--- config.mk ---
export PLATFORM = sky130hd
export DESIGN_NAME = lcc_channel_regs
export DESIGN_NICKNAME = d
export VERILOG_FILES = /design/src/design/lcc_pkg.sv /design/src/design/lcc_template_ram.sv /design/src/design/lcc_channel_regs.sv
export VERILOG_INCLUDE_DIRS = /design/src /design/src/design
export SDC_FILE = /design/constraint.sdc
export NUM_CORES = 1
export LEC_CHECK = 0
export BUFFER_PORTS_ARGS = -buffer_cell sky130_fd_sc_hd__buf_4
export CORE_UTILIZATION = 53
export DETAILED_ROUTE_END_ITERATION = 8
export MAX_ROUTING_LAYER = met4
export PLACE_DENSITY_LB_ADDON = 0.08
export SLEW_MARGIN = 15
export SYNTH_ARGS = -nofsm -noshare
export SYNTH_HDL_FRONTEND = slang
export SYNTH_SLANG_ARGS = --single-unit
--- constraint.sdc ---
create_clock -name clock -period 2.6 [get_ports clock]
set_input_delay 0.26 -clock clock [delete_from_list [all_inputs] [get_ports clock]]
set_output_delay 0.26 -clock clock [all_outputs]
set_load 0.005 [all_outputs]
--- src/design/lcc_consts.svh ---
// Offsets, field positions, reset values and codes of the channel config bank.
// Assumes byte offsets sit in the low bits of the APB address.
`ifndef LCC_CONSTS_SVH
`define LCC_CONSTS_SVH

// ----------------------------------------
// Register indices and address width
// ----------------------------------------
`define LCC_IDX_SCALE 12'h007
`define LCC_IDX_RAMCTL 12'h008
`define LCC_IDX_RAMDAT 12'h009
`define LCC_IDX_RXCFG 12'h00a
`define LCC_IDX_WSEL 12'h00b
`define LCC_IDX_STAT 12'h00c
`define LCC_ADDR_W 14

// ----------------------------------------
// Reset values and field masks
// ----------------------------------------
`define LCC_RST_SCALE 8'h36
`define LCC_RST_RAMCTL 8'h00
`define LCC_RST_RAMDAT 8'h00
`define LCC_RST_RXCFG 8'h47
`define LCC_RST_WSEL 8'h02
`define LCC_MASK_SCALE 8'h3f
`define LCC_MASK_RAMCTL 8'h7f
`define LCC_MASK_RAMDAT 8'h7f
`define LCC_MASK_WSEL 8'h0f

// ----------------------------------------
// Field positions
// ----------------------------------------
`define LCC_BIT_RAM_EN 6
`define LCC_BIT_RAM_RD 5
`define LCC_BIT_CLK_HIGH 7
`define LCC_BIT_FLOAT 6
`define LCC_BIT_PDOWN 5
`define LCC_BIT_FULLIN 4
`define LCC_BIT_SINGLE 3
`define LCC_BIT_WSEL_USER 3

// ----------------------------------------
// Codes
// ----------------------------------------
`define LCC_SCALE_NOMINAL 6'h21
`define LCC_RAM_DEPTH 20
`define LCC_RAM_LAST 5'h13
`define LCC_TERM_120 3'h2
`define LCC_TERM_75 3'h3

`endif

--- src/design/lcc_pkg.sv ---
// Types shared by the channel configuration bank.
// Constants live in lcc_consts.svh.
`default_nettype none

package lcc_pkg;

	typedef enum logic [1:0]
	{
		LCC_MATCH_EXTERNAL = 2'b00,
		LCC_MATCH_120 = 2'b01,
		LCC_MATCH_75 = 2'b10
	} lcc_match_t;

	typedef struct packed
	{
		logic clockHold;
		logic floatOnPowerDown;
		logic powerDown;
		logic fullInternalMatch;
		logic singleEnded;
		logic [2:0] termination;
	} lcc_rxcfg_t;

	typedef struct packed
	{
		logic clockOut;
		logic clockOe;
		logic posOut;
		logic posOe;
		logic negOut;
		logic negOe;
	} lcc_rxpins_t;

	typedef struct packed
	{
		logic matchEnable;
		lcc_match_t matchMode;
		logic fullInternal;
	} lcc_match_cfg_t;

endpackage

`default_nettype wire

--- src/design/lcc_template_ram.sv ---
// Twenty-entry template RAM for the arbitrary transmit waveform.
// Assumes one write or read request per cycle from the register bank.
`timescale 1ns/10ps
`default_nettype none
`include "lcc_consts.svh"

module lcc_template_ram
(
	// Clock and reset
	input wire logic clock,
	input wire logic reset,
	// Access port
	input wire logic writeStrobe,
	input wire logic [4:0] index,
	input wire logic [6:0] writeValue,
	output logic [6:0] readValue,
	// Waveform engine read port
	input wire logic [4:0] playIndex,
	output logic [6:0] playValue
);
	import lcc_pkg::*;

	logic [6:0] mem [0:`LCC_RAM_DEPTH-1];

	always_ff @(posedge clock)
	begin
		if (writeStrobe)
		begin
			mem[index] <= writeValue;
		end
	end

	always_ff @(posedge clock)
	begin
		if (reset)
		begin
			readValue <= 7'h00;
			playValue <= 7'h00;
		end
		else
		begin
			readValue <= mem[index];
			playValue <= mem[playIndex];
		end
	end

endmodule
`default_nettype wire

--- src/design/lcc_channel_regs.sv ---
// Per-channel configuration bank: amplitude scale, template RAM access, receive controls.
// Assumes an APB master on the same clock and receive status from the line logic.
`timescale 1ns/10ps
`default_nettype none
`include "lcc_consts.svh"

module lcc_channel_regs
(
	// Clock and reset
	input wire logic clock,
	input wire logic reset,
	// APB slave
	input wire logic psel,
	input wire logic penable,
	input wire logic pwrite,
	input wire logic [`LCC_ADDR_W-1:0] paddr,
	input wire logic [31:0] pwdata,
	output logic [31:0] prdata,
	output logic pready,
	output logic pslverr,
	// Receive path status (asynchronous to this clock)
	input wire logic lineSignalLoss,
	input wire logic alarmIndicationSignal,
	input wire logic patternGenEnable,
	input wire logic perChannelMatchEnable,
	// Clocks and data toward the receive pins
	input wire logic referenceLineClock,
	input wire logic recoveredClock,
	input wire logic rxPositiveData,
	input wire logic rxNegativeData,
	// Receive pins
	output lcc_pkg::lcc_rxpins_t rxPins,
	// Transmit path controls
	output logic [5:0] amplitudeScaleCode,
	output logic signed [7:0] amplitudeOffsetPercent,
	output logic [3:0] waveformTemplateSelect,
	output logic [4:0] templatePlayIndexEcho,
	input wire logic [4:0] templatePlayIndex,
	output logic [6:0] templatePlayValue,
	// Receive analogue controls
	output logic rxPowerDown,
	output lcc_pkg::lcc_match_cfg_t rxMatch
);
	import lcc_pkg::*;

	// ----------------------------------------
	// Input synchronisers
	// ----------------------------------------
	// Status, clock and data pins come from the line-rate domain; each passes two flops.
	logic [7:0] statusMeta;
	logic [7:0] statusSync;

	always_ff @(posedge clock)
	begin
		if (reset)
		begin
			statusMeta <= 8'h00;
			statusSync <= 8'h00;
		end
		else
		begin
			statusMeta <= {lineSignalLoss, alarmIndicationSignal, patternGenEnable,
				perChannelMatchEnable, referenceLineClock, recoveredClock, rxPositiveData,
				rxNegativeData};
			statusSync <= statusMeta;
		end
	end

	logic lossSync;
	logic alarmSync;
	logic patternSync;
	logic matchEnSync;
	assign lossSync = statusSync[7];
	assign alarmSync = statusSync[6];
	assign patternSync = statusSync[5];
	assign matchEnSync = statusSync[4];

	// ----------------------------------------
	// Register storage
	// ----------------------------------------
	logic [5:0] scaleCode;
	logic ramEnable;
	logic ramReadDir;
	logic [4:0] sampleIndex;
	logic [6:0] sampleValue;
	lcc_rxcfg_t rxCfg;
	logic [3:0] waveSelect;

	function automatic logic [11:0] regIndex(input logic [`LCC_ADDR_W-1:0] addr);
		regIndex = addr[`LCC_ADDR_W-1:2];
	endfunction

	function automatic logic [4:0] clampIndex(input logic [4:0] code);
		clampIndex = (code > `LCC_RAM_LAST) ? `LCC_RAM_LAST : code;
	endfunction

	logic accessCycle;
	logic writeCycle;
	logic [11:0] accessIdx;
	logic mapped;
	assign accessCycle = psel & penable & pready;
	assign writeCycle = accessCycle & pwrite;
	assign accessIdx = regIndex(paddr);
	assign mapped = (accessIdx >= `LCC_IDX_SCALE) && (accessIdx <= `LCC_IDX_STAT);

	logic userWave;
	assign userWave = waveSelect[`LCC_BIT_WSEL_USER];

	always_ff @(posedge clock)
	begin
		if (reset)
		begin
			scaleCode <= 6'(`LCC_RST_SCALE & `LCC_MASK_SCALE);
		end
		else if (writeCycle && accessIdx == `LCC_IDX_SCALE)
		begin
			scaleCode <= pwdata[5:0];
		end
	end

	always_ff @(posedge clock)
	begin
		if (reset)
		begin
			ramEnable <= 1'b0;
			ramReadDir <= 1'b0;
			sampleIndex <= 5'h00;
		end
		else if (writeCycle && accessIdx == `LCC_IDX_RAMCTL)
		begin
			ramEnable <= pwdata[`LCC_BIT_RAM_EN];
			ramReadDir <= pwdata[`LCC_BIT_RAM_RD];
			sampleIndex <= pwdata[4:0];
		end
	end

	always_ff @(posedge clock)
	begin
		if (reset)
		begin
			waveSelect <= 4'(`LCC_RST_WSEL);
		end
		else if (writeCycle && accessIdx == `LCC_IDX_WSEL)
		begin
			waveSelect <= pwdata[3:0];
		end
	end

	always_ff @(posedge clock)
	begin
		if (reset)
		begin
			rxCfg <= `LCC_RST_RXCFG;
		end
		else if (writeCycle && accessIdx == `LCC_IDX_RXCFG)
		begin
			rxCfg <= pwdata[7:0];
		end
	end

	// ----------------------------------------
	// Template RAM access
	// ----------------------------------------
	// With the user waveform selected: a data write stores to the RAM when access is on in
	// write direction; a read-direction access copies the RAM entry back into the data register.
	logic ramOpen;
	logic dataWrite;
	logic ramWrite;
	logic readPending;
	logic readLoad;
	logic [6:0] ramReadValue;
	assign ramOpen = userWave & ramEnable;
	assign dataWrite = writeCycle && accessIdx == `LCC_IDX_RAMDAT;
	assign ramWrite = dataWrite & ramOpen & ~ramReadDir;

	// The RAM output lags its index by one cycle, so the load waits one more.
	always_ff @(posedge clock)
	begin
		if (reset)
		begin
			readPending <= 1'b0;
			readLoad <= 1'b0;
		end
		else
		begin
			readPending <= writeCycle && accessIdx == `LCC_IDX_RAMCTL
				&& pwdata[`LCC_BIT_RAM_EN] && pwdata[`LCC_BIT_RAM_RD] && userWave;
			readLoad <= readPending;
		end
	end

	always_ff @(posedge clock)
	begin
		if (reset)
		begin
			sampleValue <= 7'(`LCC_RST_RAMDAT & `LCC_MASK_RAMDAT);
		end
		else if (dataWrite)
		begin
			sampleValue <= pwdata[6:0];
		end
		else if (readLoad)
		begin
			sampleValue <= ramReadValue;
		end
	end

	lcc_template_ram templateRam
	(
		.clock(clock),
		.reset(reset),
		.writeStrobe(ramWrite),
		.index(clampIndex(sampleIndex)),
		.writeValue(pwdata[6:0]),
		.readValue(ramReadValue),
		.playIndex(clampIndex(templatePlayIndex)),
		.playValue(templatePlayValue)
	);

	// ----------------------------------------
	// APB read and response
	// ----------------------------------------
	// No wait state: pready rises in the first access cycle, data registered.
	logic [7:0] readByte;

	always_comb
	begin
		case (accessIdx)
			`LCC_IDX_SCALE: readByte = {2'b00, scaleCode};
			`LCC_IDX_RAMCTL: readByte = {1'b0, ramEnable, ramReadDir, sampleIndex};
			`LCC_IDX_RAMDAT: readByte = {1'b0, sampleValue};
			`LCC_IDX_RXCFG: readByte = rxCfg;
			`LCC_IDX_WSEL: readByte = {4'h0, waveSelect};
			`LCC_IDX_STAT: readByte = {4'h0, lossSync, alarmSync, patternSync, matchEnSync};
			default: readByte = 8'h00;
		endcase
	end

	always_ff @(posedge clock)
	begin
		if (reset)
		begin
			pready <= 1'b0;
			prdata <= 32'h0000_0000;
			pslverr <= 1'b0;
		end
		else
		begin
			pready <= psel & ~penable;
			prdata <= {24'h00_0000, readByte};
			pslverr <= psel & ~penable & ~mapped;
		end
	end

	// ----------------------------------------
	// Transmit controls
	// ----------------------------------------
	// Offset from nominal, in code steps of about 3 percent each.
	always_ff @(posedge clock)
	begin
		if (reset)
		begin
			amplitudeScaleCode <= 6'(`LCC_RST_SCALE & `LCC_MASK_SCALE);
			amplitudeOffsetPercent <= 8'h00;
			waveformTemplateSelect <= 4'(`LCC_RST_WSEL);
			templatePlayIndexEcho <= 5'h00;
		end
		else
		begin
			amplitudeScaleCode <= scaleCode;
			amplitudeOffsetPercent <= 8'(3 * (signed'({2'b00, scaleCode})
				- signed'({2'b00, `LCC_SCALE_NOMINAL})));
			waveformTemplateSelect <= waveSelect;
			templatePlayIndexEcho <= clampIndex(templatePlayIndex);
		end
	end

	// ----------------------------------------
	// Receive controls and pins
	// ----------------------------------------
	lcc_match_t nextMatchMode;

	// Codes 1XX and the unlisted 000/001 both fall back to external matching.
	always_comb
	begin
		case (rxCfg.termination)
			`LCC_TERM_120: nextMatchMode = LCC_MATCH_120;
			`LCC_TERM_75: nextMatchMode = LCC_MATCH_75;
			default: nextMatchMode = LCC_MATCH_EXTERNAL;
		endcase
		if (rxCfg.singleEnded)
		begin
			nextMatchMode = LCC_MATCH_EXTERNAL;
		end
	end

	logic differential;
	assign differential = ~rxCfg.singleEnded;

	// Clock and data pins pass the synchroniser and a register: three cycles of lag.
	always_ff @(posedge clock)
	begin
		if (reset)
		begin
			rxPowerDown <= 1'b0;
			rxMatch <= '0;
			rxPins <= '0;
		end
		else
		begin
			rxPowerDown <= rxCfg.powerDown;
			rxMatch.matchEnable <= matchEnSync & differential;
			rxMatch.matchMode <= matchEnSync ? nextMatchMode : LCC_MATCH_EXTERNAL;
			rxMatch.fullInternal <= matchEnSync & differential
				& rxCfg.fullInternalMatch;
			if (rxCfg.powerDown)
			begin
				// Enables are low when driven.
				rxPins.clockOut <= 1'b0;
				rxPins.posOut <= 1'b0;
				rxPins.negOut <= 1'b0;
				rxPins.clockOe <= rxCfg.floatOnPowerDown;
				rxPins.posOe <= rxCfg.floatOnPowerDown;
				rxPins.negOe <= rxCfg.floatOnPowerDown;
			end
			else
			begin
				rxPins.clockOe <= 1'b0;
				rxPins.posOe <= 1'b0;
				rxPins.negOe <= 1'b0;
				rxPins.posOut <= statusSync[1];
				rxPins.negOut <= statusSync[0];
				if (lossSync && !alarmSync && !patternSync)
				begin
					rxPins.clockOut <= rxCfg.clockHold ? 1'b1 : statusSync[3];
				end
				else
				begin
					rxPins.clockOut <= statusSync[2];
				end
			end
		end
	end

endmodule
`default_nettype wire

# Word level (Yosys, flattened, before mapping)
# Memories as Yosys holds them, arrays and structs flattened. A register that Yosys moved wholly into a read port is not among the register bits.
# Index checks and enable logic that the tools add are counted.
# totals
regBits	116
latch_bits	0
ram_bits	140
mem_bits_ro	0
in_bits	64
elab_cells	90
n_memories	1
# classes
add_sub_neg	1
multipliers	1
div	0
order_cmp	4
n_eq_ne	8
shifts	0
mux	10
bitwise	16
n_reduce_logical	17
# mem_list
memory	words	width	read_ports	rd_ports_with_merged_regs	write_ports	line	rtl
templateRam.mem	20	7	2	2	1	lcc_template_ram.sv:23	logic [6:0] mem [0:`LCC_RAM_DEPTH-1];
# op_table
operator	count
== test 12 x 4 -> 1 bit (second input constant)	5
one-hot mux 8 bit (6 select lines)	1
2-to-1 mux 7 bit	2
== test 12 x 3 -> 1 bit (second input constant)	1
greater-or-equal comparator 12 x 3 -> 1 bit (second input constant)	1
<= comparator 12 x 4 -> 1 bit (second input constant)	1
logical AND 1 bit	11
bitwise AND 1 bit	10
> comparator 5 bit (second input constant)	2
2-to-1 mux 5 bit	2
multiplier 3 x 7 -> 8 bit (first input constant)	1
subtractor 6 x 6 -> 7 bit (second input constant)	1
== test 3 x 2 -> 1 bit (second input constant)	2
NOT 1 bit	6
2-to-1 mux 1 bit	4
one-hot mux 2 bit (2 select lines)	1
OR reduction 2 bit	2
OR reduction 3 bit	1
logical NOT 1 bit	2
nonzero test 2 bit	1

# Logic depth before layout (Yosys ltp)
# Gate-level depths: netlist of run 1.
# depth
ltp_word	8
depth_mapped	12

# Hierarchy
# Synthesis of run 1 repeated with hierarchy kept, for this count alone.
# hier_totals
cells_unflattened	770
hier_area_um2	10866.7
# modules_own_cells
mod	n_inst	cells_each	area_each_um2
lcc_template_ram	1	366	6909.1
lcc_channel_regs	1	404	3957.5

# Least setup slack after synthesis of run 1
# OpenSTA, ideal clock, no wires.
# synth_path
kind	register -> register
from	register scaleCode[0]
to	register amplitudeOffsetPercent[7]
setup_ns	0.121
arrival_ns	2.352
path_slack_ns	0.127
path_stages_with_launch	11
synth_period_minus_slack_ns	2.473
path_cell_list	dfxtp_1 inv_1 ha_1 xor2_1 ha_1 ha_1 a21o_1 a21oi_1 o21bai_1 a21oi_1 mux2_2
# synth_via
elab_chain_len	2
# synth_lines
item	line	rtl
start, declared	lcc_channel_regs.sv:81	logic [5:0] scaleCode;
start signal, assigned	lcc_channel_regs.sv:113	scaleCode <= 6'(`LCC_RST_SCALE & `LCC_MASK_SCALE);
start signal, assigned	lcc_channel_regs.sv:117	scaleCode <= pwdata[5:0];
subtractor 6 x 6 -> 7 bit	lcc_channel_regs.sv:271	amplitudeOffsetPercent <= 8'(3 * (signed'({2'b00, scaleCode})
multiplier 3 x 7 -> 8 bit	lcc_channel_regs.sv:271	
end signal, assigned	lcc_channel_regs.sv:271	
end, declared	lcc_channel_regs.sv:35	output logic signed [7:0] amplitudeOffsetPercent,
# No other way between the ends.
# A chain may end at the register's enable or synchronous reset.

# Worst setup path in the final report of run 1
# Ends and elaborated chain as after synthesis.

==> results of run 1 <==
## metrics by stage
stage	area, um2	hold WS [ps]	util (%)
2_1_floorplan	11200	339	-
3_3_place_gp	12300	418	60.2
3_5_place_dp	12300	430	60.2
4_1_cts	13200	36.2	64.8
5_1_grt	13300	31.9	64.9
6_report	13300	36.7	64.9
## state kept, by name, summed over array words and instances (netlist names)
register,count
ramReadDir,1
statusMeta,8
amplitudeOffsetPercent,8
rxMatch,4
amplitudeScaleCode,6
prdata,8
rxPins,4
scaleCode,6
ramEnable,1
pslverr,1
statusSync,8
sampleIndex,5
templateRam.mem,140
sampleValue,7
readLoad,1
waveformTemplateSelect,4
templateRam.playValue,7
templatePlayIndexEcho,5
rxCfg,8
pready,1
rxPowerDown,1
readPending,1
templateRam.readValue,7
waveSelect,4
## kinds of logic (layout without fill, tap and decap cells)
group | after synthesis | after routing | share of synthesized area (%)
fa+ha+maj | 12 | 12 | 1.41
xor+xnor | 9 | 9 | 0.707
buf+inv | 113 | 230 | 4.92
flops | 246 | 246 | 56.7
simple gates | 282 | 282 | 12.8
mux | 66 | 66 | 6.30
compound gates | 258 | 258 | 17.1
other cells | 1 | 24 | 0.0336
## synthesized netlist by cell type, drive strengths merged (7+ instances only)
cell type  count
clkbuf        46
o22ai          8
a32o          12
ha            11
nor3b          7
nor3           8
a21oi         38
a211o          8
o21ai         35
nand2         61
a31oi         10
o2bb2ai        8
nand2b         8
nand3         14
inv           17
mux2i         41
o211ai         8
a311o         13
edfxtp       140
o311ai         7
nor2          96
and2          18
dfxtp        106
nor2b         34
a211oi        22
buf           49
mux2          24
a22oi         23
or2            9
a221oi        25
## worst max-delay path: cells and delay by family, from the launching register on
family | cells | cell delay, ps
adder cells (fa/ha/maj) | 3 | 780
AO/OA/AOI/OAI | 4 | 560
flip-flops | 1 | 360
multiplexers | 1 | 340
XOR/XNOR | 1 | 210
buffers and inverters | 1 | 80
## cell usage in the layout, fill, tap and decap left out, drive strengths merged, types with 22 or more instances in the layout
cell	n
a22oi	23
a211oi	22
edfxtp	140
buf	157
dfxtp	106
mux2i	41
a21oi	38
nor2b	34
nor2	96
conb	24
o21ai	35
mux2	24
a221oi	25
nand2	61
clkbuf	37
## metal layers
metal	vias up	part of all wire, %	track usage [%]	wire length (um)
met5	-	0	-	0
met4	0	3.4	10.3	1070
met3	83	8.7	5.68	2770
met2	430	45	45.1	14500
met1	4175	43	42.0	13700
li1	3935	-	-	-
## worst paths after layout
check	from	end	slack, ps	cells after the start
max	scaleCode[0]	amplitudeOffsetPercent[7]	170	10
min	psel	pready	40	2
max reg2reg	scaleCode[0]	amplitudeOffsetPercent[7]	170	10
min reg2reg	statusMeta[7]	statusSync[7]	430	1
## cell type report
class	instances	area, um2
multi-input cells	651	4380
clock buffers	37	764
flip-flops and latches	246	6330
well taps	270	338
inverters	18	67.6
clock inverters	8	68.8
repair buffers	167	1300
fillers	1629	7170
## power by group
group | total, mW | internal, mW | switching, mW | leakage, nW
logic | 0.486 | 0.190 | 0.296 | 2.32
registers | 4.15 | 4.14 | 0.0114 | 2.12
clock network | 3.61 | 2.13 | 1.48 | 0.411
total | 8.25 | 6.46 | 1.78 | 4.85
## repair_timing
item / in CTS / in global routing
hold buffers: 10 / 0
resized for setup: 0 / 6
endpoints found under the setup margin: 0 / 1
endpoints found under the hold margin: 10 / 0
==> results.md, run 1 <==
- Post-route setup slack: 170 ps
- Pre-Repair DR Iteration Count: 6
- Via/cell ratio: approximately 6.2
- Setup tns final: 0 ps
- Dpl ws: 44.1 ps
- Setup Skew: 9.43 ps
- Power Density: ~620 mW/mm2
- Rel. slew slack: 48.1%
- RePlAce Congestion: about 1
- Max Cap Viol: 0
- Global-route wire length before repair: approximately 48000 um
- Tmin final: between 2000 and 2500 ps
- Synth warn: 0
- Share of cells above drive strength 1: 21.7%
- Post-CTS Setup Inserts: 0
- Vias in the first global route: ~8000
- Maximum clock insertion buffer count: 3
- Total track usage: between 30% and 40%
- Critical path data arrival time: 2840 ps
- Ys flop type: edfxtp_1
- Crit-path max cell delay: 360 ps
- Initial Utilization: between 50% and 60%
- Num CTS Buffers: 25
- GRT Residual Overflow: 0
- Tot Pwr: 8.25 mW
- P_leak: 4.85 nW
- Initial antenna violation count: 0
- Fin crit share: 93.5%
- Status: completed
- Inst Count DP: 1342
- Area of the core: about 0.02 mm2
- Fin. Hold Viols: 0
- Seq cells post-synth: 246
- Synth-to-Final Area Change: 18.8%
- WL final: 32000 um
- Maximum vdd ir drop: 0.539 mV
- Post-DRT Antenna Nets: 0
- Non-Filler Instances: between 1000 and 1500
- CP required: 3010 ps
- DRC: 0
- H-tree levels: 1
- Number of I/O pins: approximately 140
- Mapped cell area: around 0.011 mm2
- RSZ-0062 raised after global routing: no
- Fmax: 412 MHz
- Routed len/inst: 22.9 um
- Initial drt markers: 943
- Crit-path max FO: 5
- Skew-Pair Late Insertion Delay: 530 ps
- Antenna diodes: 0
- IO buf count: 88
- Die Span Y: around 150 um
- Ordered list of cells on the worst path: inv_1 > ha_2 > xor2_1 > ha_1 > ha_1 > a21o_1 > a21oi_2 > o21bai_1 > a21oi_1 > mux2_2
- CP Capture Type: register
- Synth top area cells: edfxtp_1, dfxtp_1, mux2i_1
- FP Rows: 52
- Final Max Tran Viols: 0
- Final setup violation count: 0
- Gate Count Post-Synth: 987
- Register area share after synthesis: between 50% and 60%
- Clock slew at reported path FFs: 60 ps
- Clock root cell: clkbuf_16
- Area share of the largest cell type after synthesis: 37.7%
- Area leader, netlist: edfxtp_1
- Average size of a mapped cell: 11.3 um2
- Worst-Margin Slew: 772 ps
- Worst hold-check path type: in -> reg
- Horiz. Die Dim: 147 um
- Count of nets after finishing: 1185
- Final HPWL from detailed placement: 22100 um
- Crit Path Category: reg -> reg
- CP max stage cell: dfxtp_4
- Largest net degree at the start of global routing: 42
- Die area: 0.0216 mm2
- Crit-path most repeated cell: ha_1
- Via Count: 8623
- CTS tree: done
- Clock sinks: 246
- Number of unique standard cell types used by synthesis: 72
- EDFF count, synth: 140
- Async set-reset flop share out of synthesis: 0%
- Worst setup SP type: register
Note: power is estimated with default switching activity, not from simulation.
==> run 2: changes to the inputs <==
--- a/config.mk
+++ b/config.mk
@@ -7,11 +7,12 @@
 export NUM_CORES = 1
 export LEC_CHECK = 0
 export BUFFER_PORTS_ARGS = -buffer_cell sky130_fd_sc_hd__buf_4
-export CORE_UTILIZATION = 53
+export CORE_UTILIZATION = 52
 export DETAILED_ROUTE_END_ITERATION = 8
 export MAX_ROUTING_LAYER = met4
 export PLACE_DENSITY_LB_ADDON = 0.08
 export SLEW_MARGIN = 15
 export SYNTH_ARGS = -nofsm -noshare
 export SYNTH_HDL_FRONTEND = slang
+export SYNTH_HIERARCHICAL = 1
 export SYNTH_SLANG_ARGS = --single-unit
==> results.md, run 2 <==
- Synth warn: 6 (+6)
- Num CTS Buffers: 25 (unchanged)
- Area share of the largest cell type after synthesis: 38.7% (+1.0 points)
- Ordered list of cells on the worst path: inv_1 > ha_4 > xor2_2 > ha_1 > buf_4 > inv_1 > fa_1 > nor2b_2 > o21ai_0 > and3_1 > nor3_1
- Global-route wire length before repair: 40000 um (-17%)
- FP Rows: 52 (unchanged)
- Crit Path Category: reg -> reg
- Maximum clock insertion buffer count: 3 (unchanged)
- Crit-path most repeated cell: inv_1
- Ys flop type: edfxtp_1
- Via Count: 6858 (-20%)
- Inst Count DP: 1130 (-16%)
- Area of the core: 0.0204 mm2 (-0.32%)
- Fmax: 414 MHz (+0.54%)
- Worst hold-check path type: in -> reg
- Synth top area cells: edfxtp_1, dfxtp_1, mux4_2
- Tmin final: 2420 ps (-13.0 ps)
- Worst Hold Slack: 11.8 ps (-24.9 ps)
- P_leak: 4.75 nW (-2.1%)
- Die area: 0.0215 mm2 (-0.71%)
- Antenna diodes: 0 (unchanged)
- RSZ-0062 raised after global routing: no
- Worst-Margin Slew: 611 ps (-160 ps)
- Count of nets after finishing: 974 (-18%)
- Initial drt markers: 423 (-55%)
- Share of cells above drive strength 1: 31.0% (+9.3 points)
- Max Cap Viol: 0 (unchanged)
- Horiz. Die Dim: 147 um (-0.35%)
- Routed len/inst: 22.2 um (-2.8%)
- Async set-reset flop share out of synthesis: 0% (unchanged)
- CP required: 3030 ps (+20 ps)
- Vias in the first global route: 7065 (-12%)
- Post-place instance area: 0.0120 mm2 (-2.6%)
- Mapped cell area: 0.0109 mm2 (-2.6%)
- EDFF count, synth: 140 (unchanged)
- Post-DRT Antenna Nets: 0 (unchanged)
- Seq cells post-synth: 246 (unchanged)
- Most frequent cell after synthesis: edfxtp_1
- Number of unique standard cell types used by synthesis: 62 (-14%)
- Final setup violation count: 0 (unchanged)
- Initial antenna violation count: 0 (unchanged)
- Final core occ: 63.9% (-0.96 points)
- WL final: 26400 um (-17%)
- Initial Utilization: 53.4% (-1.2 points)
- Critical path data arrival time: 2850 ps (about the same)
- Crit-path max cell delay: 440 ps (+80 ps)
- Number of I/O pins: 139 (unchanged)
- CP max stage cell: fa_1
- Power Density: 634 mW/mm2 (+2.0%)
- Non-Filler Instances: 1186 (-15%)
- Synth-to-Final Area Change: 19.8%
- Reg with most FFs: templateRam/mem
- Gate Count Post-Synth: 770 (-22%)
- Register area share after synthesis: 58.2% (+1.5 points)
- Skew-Pair Late Insertion Delay: 520 ps (about the same)
- H-tree levels: 1 (unchanged)
- Die Span Y: 147 um (-0.35%)
- Clock slew at reported path FFs: 60 ps (about the same)
- Setup Skew: 14.5 ps (+5.09 ps)
- Total track usage: 25.7% (-4.7 points)
- Crit-path max FO: 4 (-1)
- Pre-Repair DR Iteration Count: 5 (-1)
- Setup tns final: 0 ps (unchanged)
- Via/cell ratio: 5.78 (-6.3%)
- RePlAce Congestion: 0.923 (-7.4%)
- Commonest non-fill, non-tap cell in the layout: edfxtp_1
- Most frequent cells in the layout: edfxtp_1, buf_4, dfxtp_1, nor2_1, mux4_2
- Average size of a mapped cell: 14.1 um2 (+25%)
- Clock root cell: clkbuf_16
- Worst setup SP type: register
- Top cells by count, synth: edfxtp_1, dfxtp_1, nor2_1
- Final Max Tran Viols: 0 (unchanged)
- CP Capture Type: register
- IO buf count: 88 (unchanged)
- DRC: 0 (unchanged)
- GRT Residual Overflow: 0 (unchanged)
- Largest net degree at the start of global routing: 48 (+14%)
- Maximum vdd ir drop: 0.526 mV (-2.4%)
- CTS tree: done
- Fin. Hold Viols: 0 (unchanged)
- Status: completed
- Final HPWL from detailed placement: 18100 um (-18%)
- Clock sinks: 246 (unchanged)
- Fin area: 0.0130 mm2 (-1.8%)
- Fin crit share: 93.0% (-0.50 points)
- Max reg flops: 140 (unchanged)
- Area leader, netlist: edfxtp_1
- Rel. slew slack: 59.0% (+11 points)
[run 2: cell types whose count changed after synthesis, moves of 24 or more]
cell / delta
a21oi_1: -24
a221oi_1: -25
clkbuf_1: -26
mux4_2: +57
nand2_1: -42
nor2_1: -25
[run 2: what timing repair did]
action	4_1_cts	5_1_grt
buffers inserted	0	2
resized for setup	0	13
hold endpoints to repair	9	0
setup endpoints to repair	0	2
hold buffers	9	0
[run 2: path summary, 6_finish.rpt]
kind / cells after the start / slack [ps] / start / endpoint
setup / recovery: 11 / 180 / scaleCode[1] / amplitudeOffsetPercent[6]
hold / removal: 2 / 10 / templatePlayIndex[4] / templatePlayIndexEcho[2]
setup reg to reg: 11 / 180 / scaleCode[1] / amplitudeOffsetPercent[6]
hold reg to reg: 1 / 440 / statusMeta[7] / statusSync[7]
[run 2: final cells by class]
type                       count  area (um2)
clock inverter                15         166
fill                        1502        7340
inverter                      12        45.0
tap                          270         338
clock buffer                  30         696
sequential                   246        6330
timing repair buffer         149        1170
multi-input combinational    464        4280
[run 2: logic make-up (layout without fill, tap and decap cells)]
logic type	Yosys count	count (layout)	share of synthesized area (%)
adders and majority gates	12	12	1.45
and+or+nand+nor	215	215	11.2
muxes	121	121	18.7
xor gates and xnor gates	6	6	0.484
buffers and inverters	83	206	4.28
AOI/OAI and AO/OA	86	86	5.67
DFF	246	246	58.2
other	1	24	0.0345
[run 2: critical path, delay by kind of cell, from the launching register on]
family / cells / cell delay (ps)
compound gates: 1 / 100
xor+xnor: 1 / 150
fa+ha+maj: 3 / 960
buf+inv: 3 / 240
flops: 1 / 370
simple gates: 3 / 500
[run 2: power breakdown]
part / internal [mW] / leakage [nW] / switching (mW) / total, mW
Clock: 2.21 / 0.425 / 1.48 / 3.70
Sequential: 4.14 / 2.12 / 0.0111 / 4.15
Combinational: 0.183 / 2.20 / 0.227 / 0.410
Total: 6.54 / 4.75 / 1.72 / 8.26
[run 2: through the flow]
stage	power (mW)	setup WS [ps]
final	8.26	183
after global routing	8.51	32.3
after CTS	8.31	22.3
after detailed placement	4.64	31.9
after global placement	4.63	58.3
after floorplan	4.47	46.7
[run 2: metal layers]
layer / global-route usage, % / routed length [um]
met1: 31.8 / 10600
met2: 43.6 / 13500
met3: 3.59 / 1590
met4: 8.33 / 709
met5: - / 0
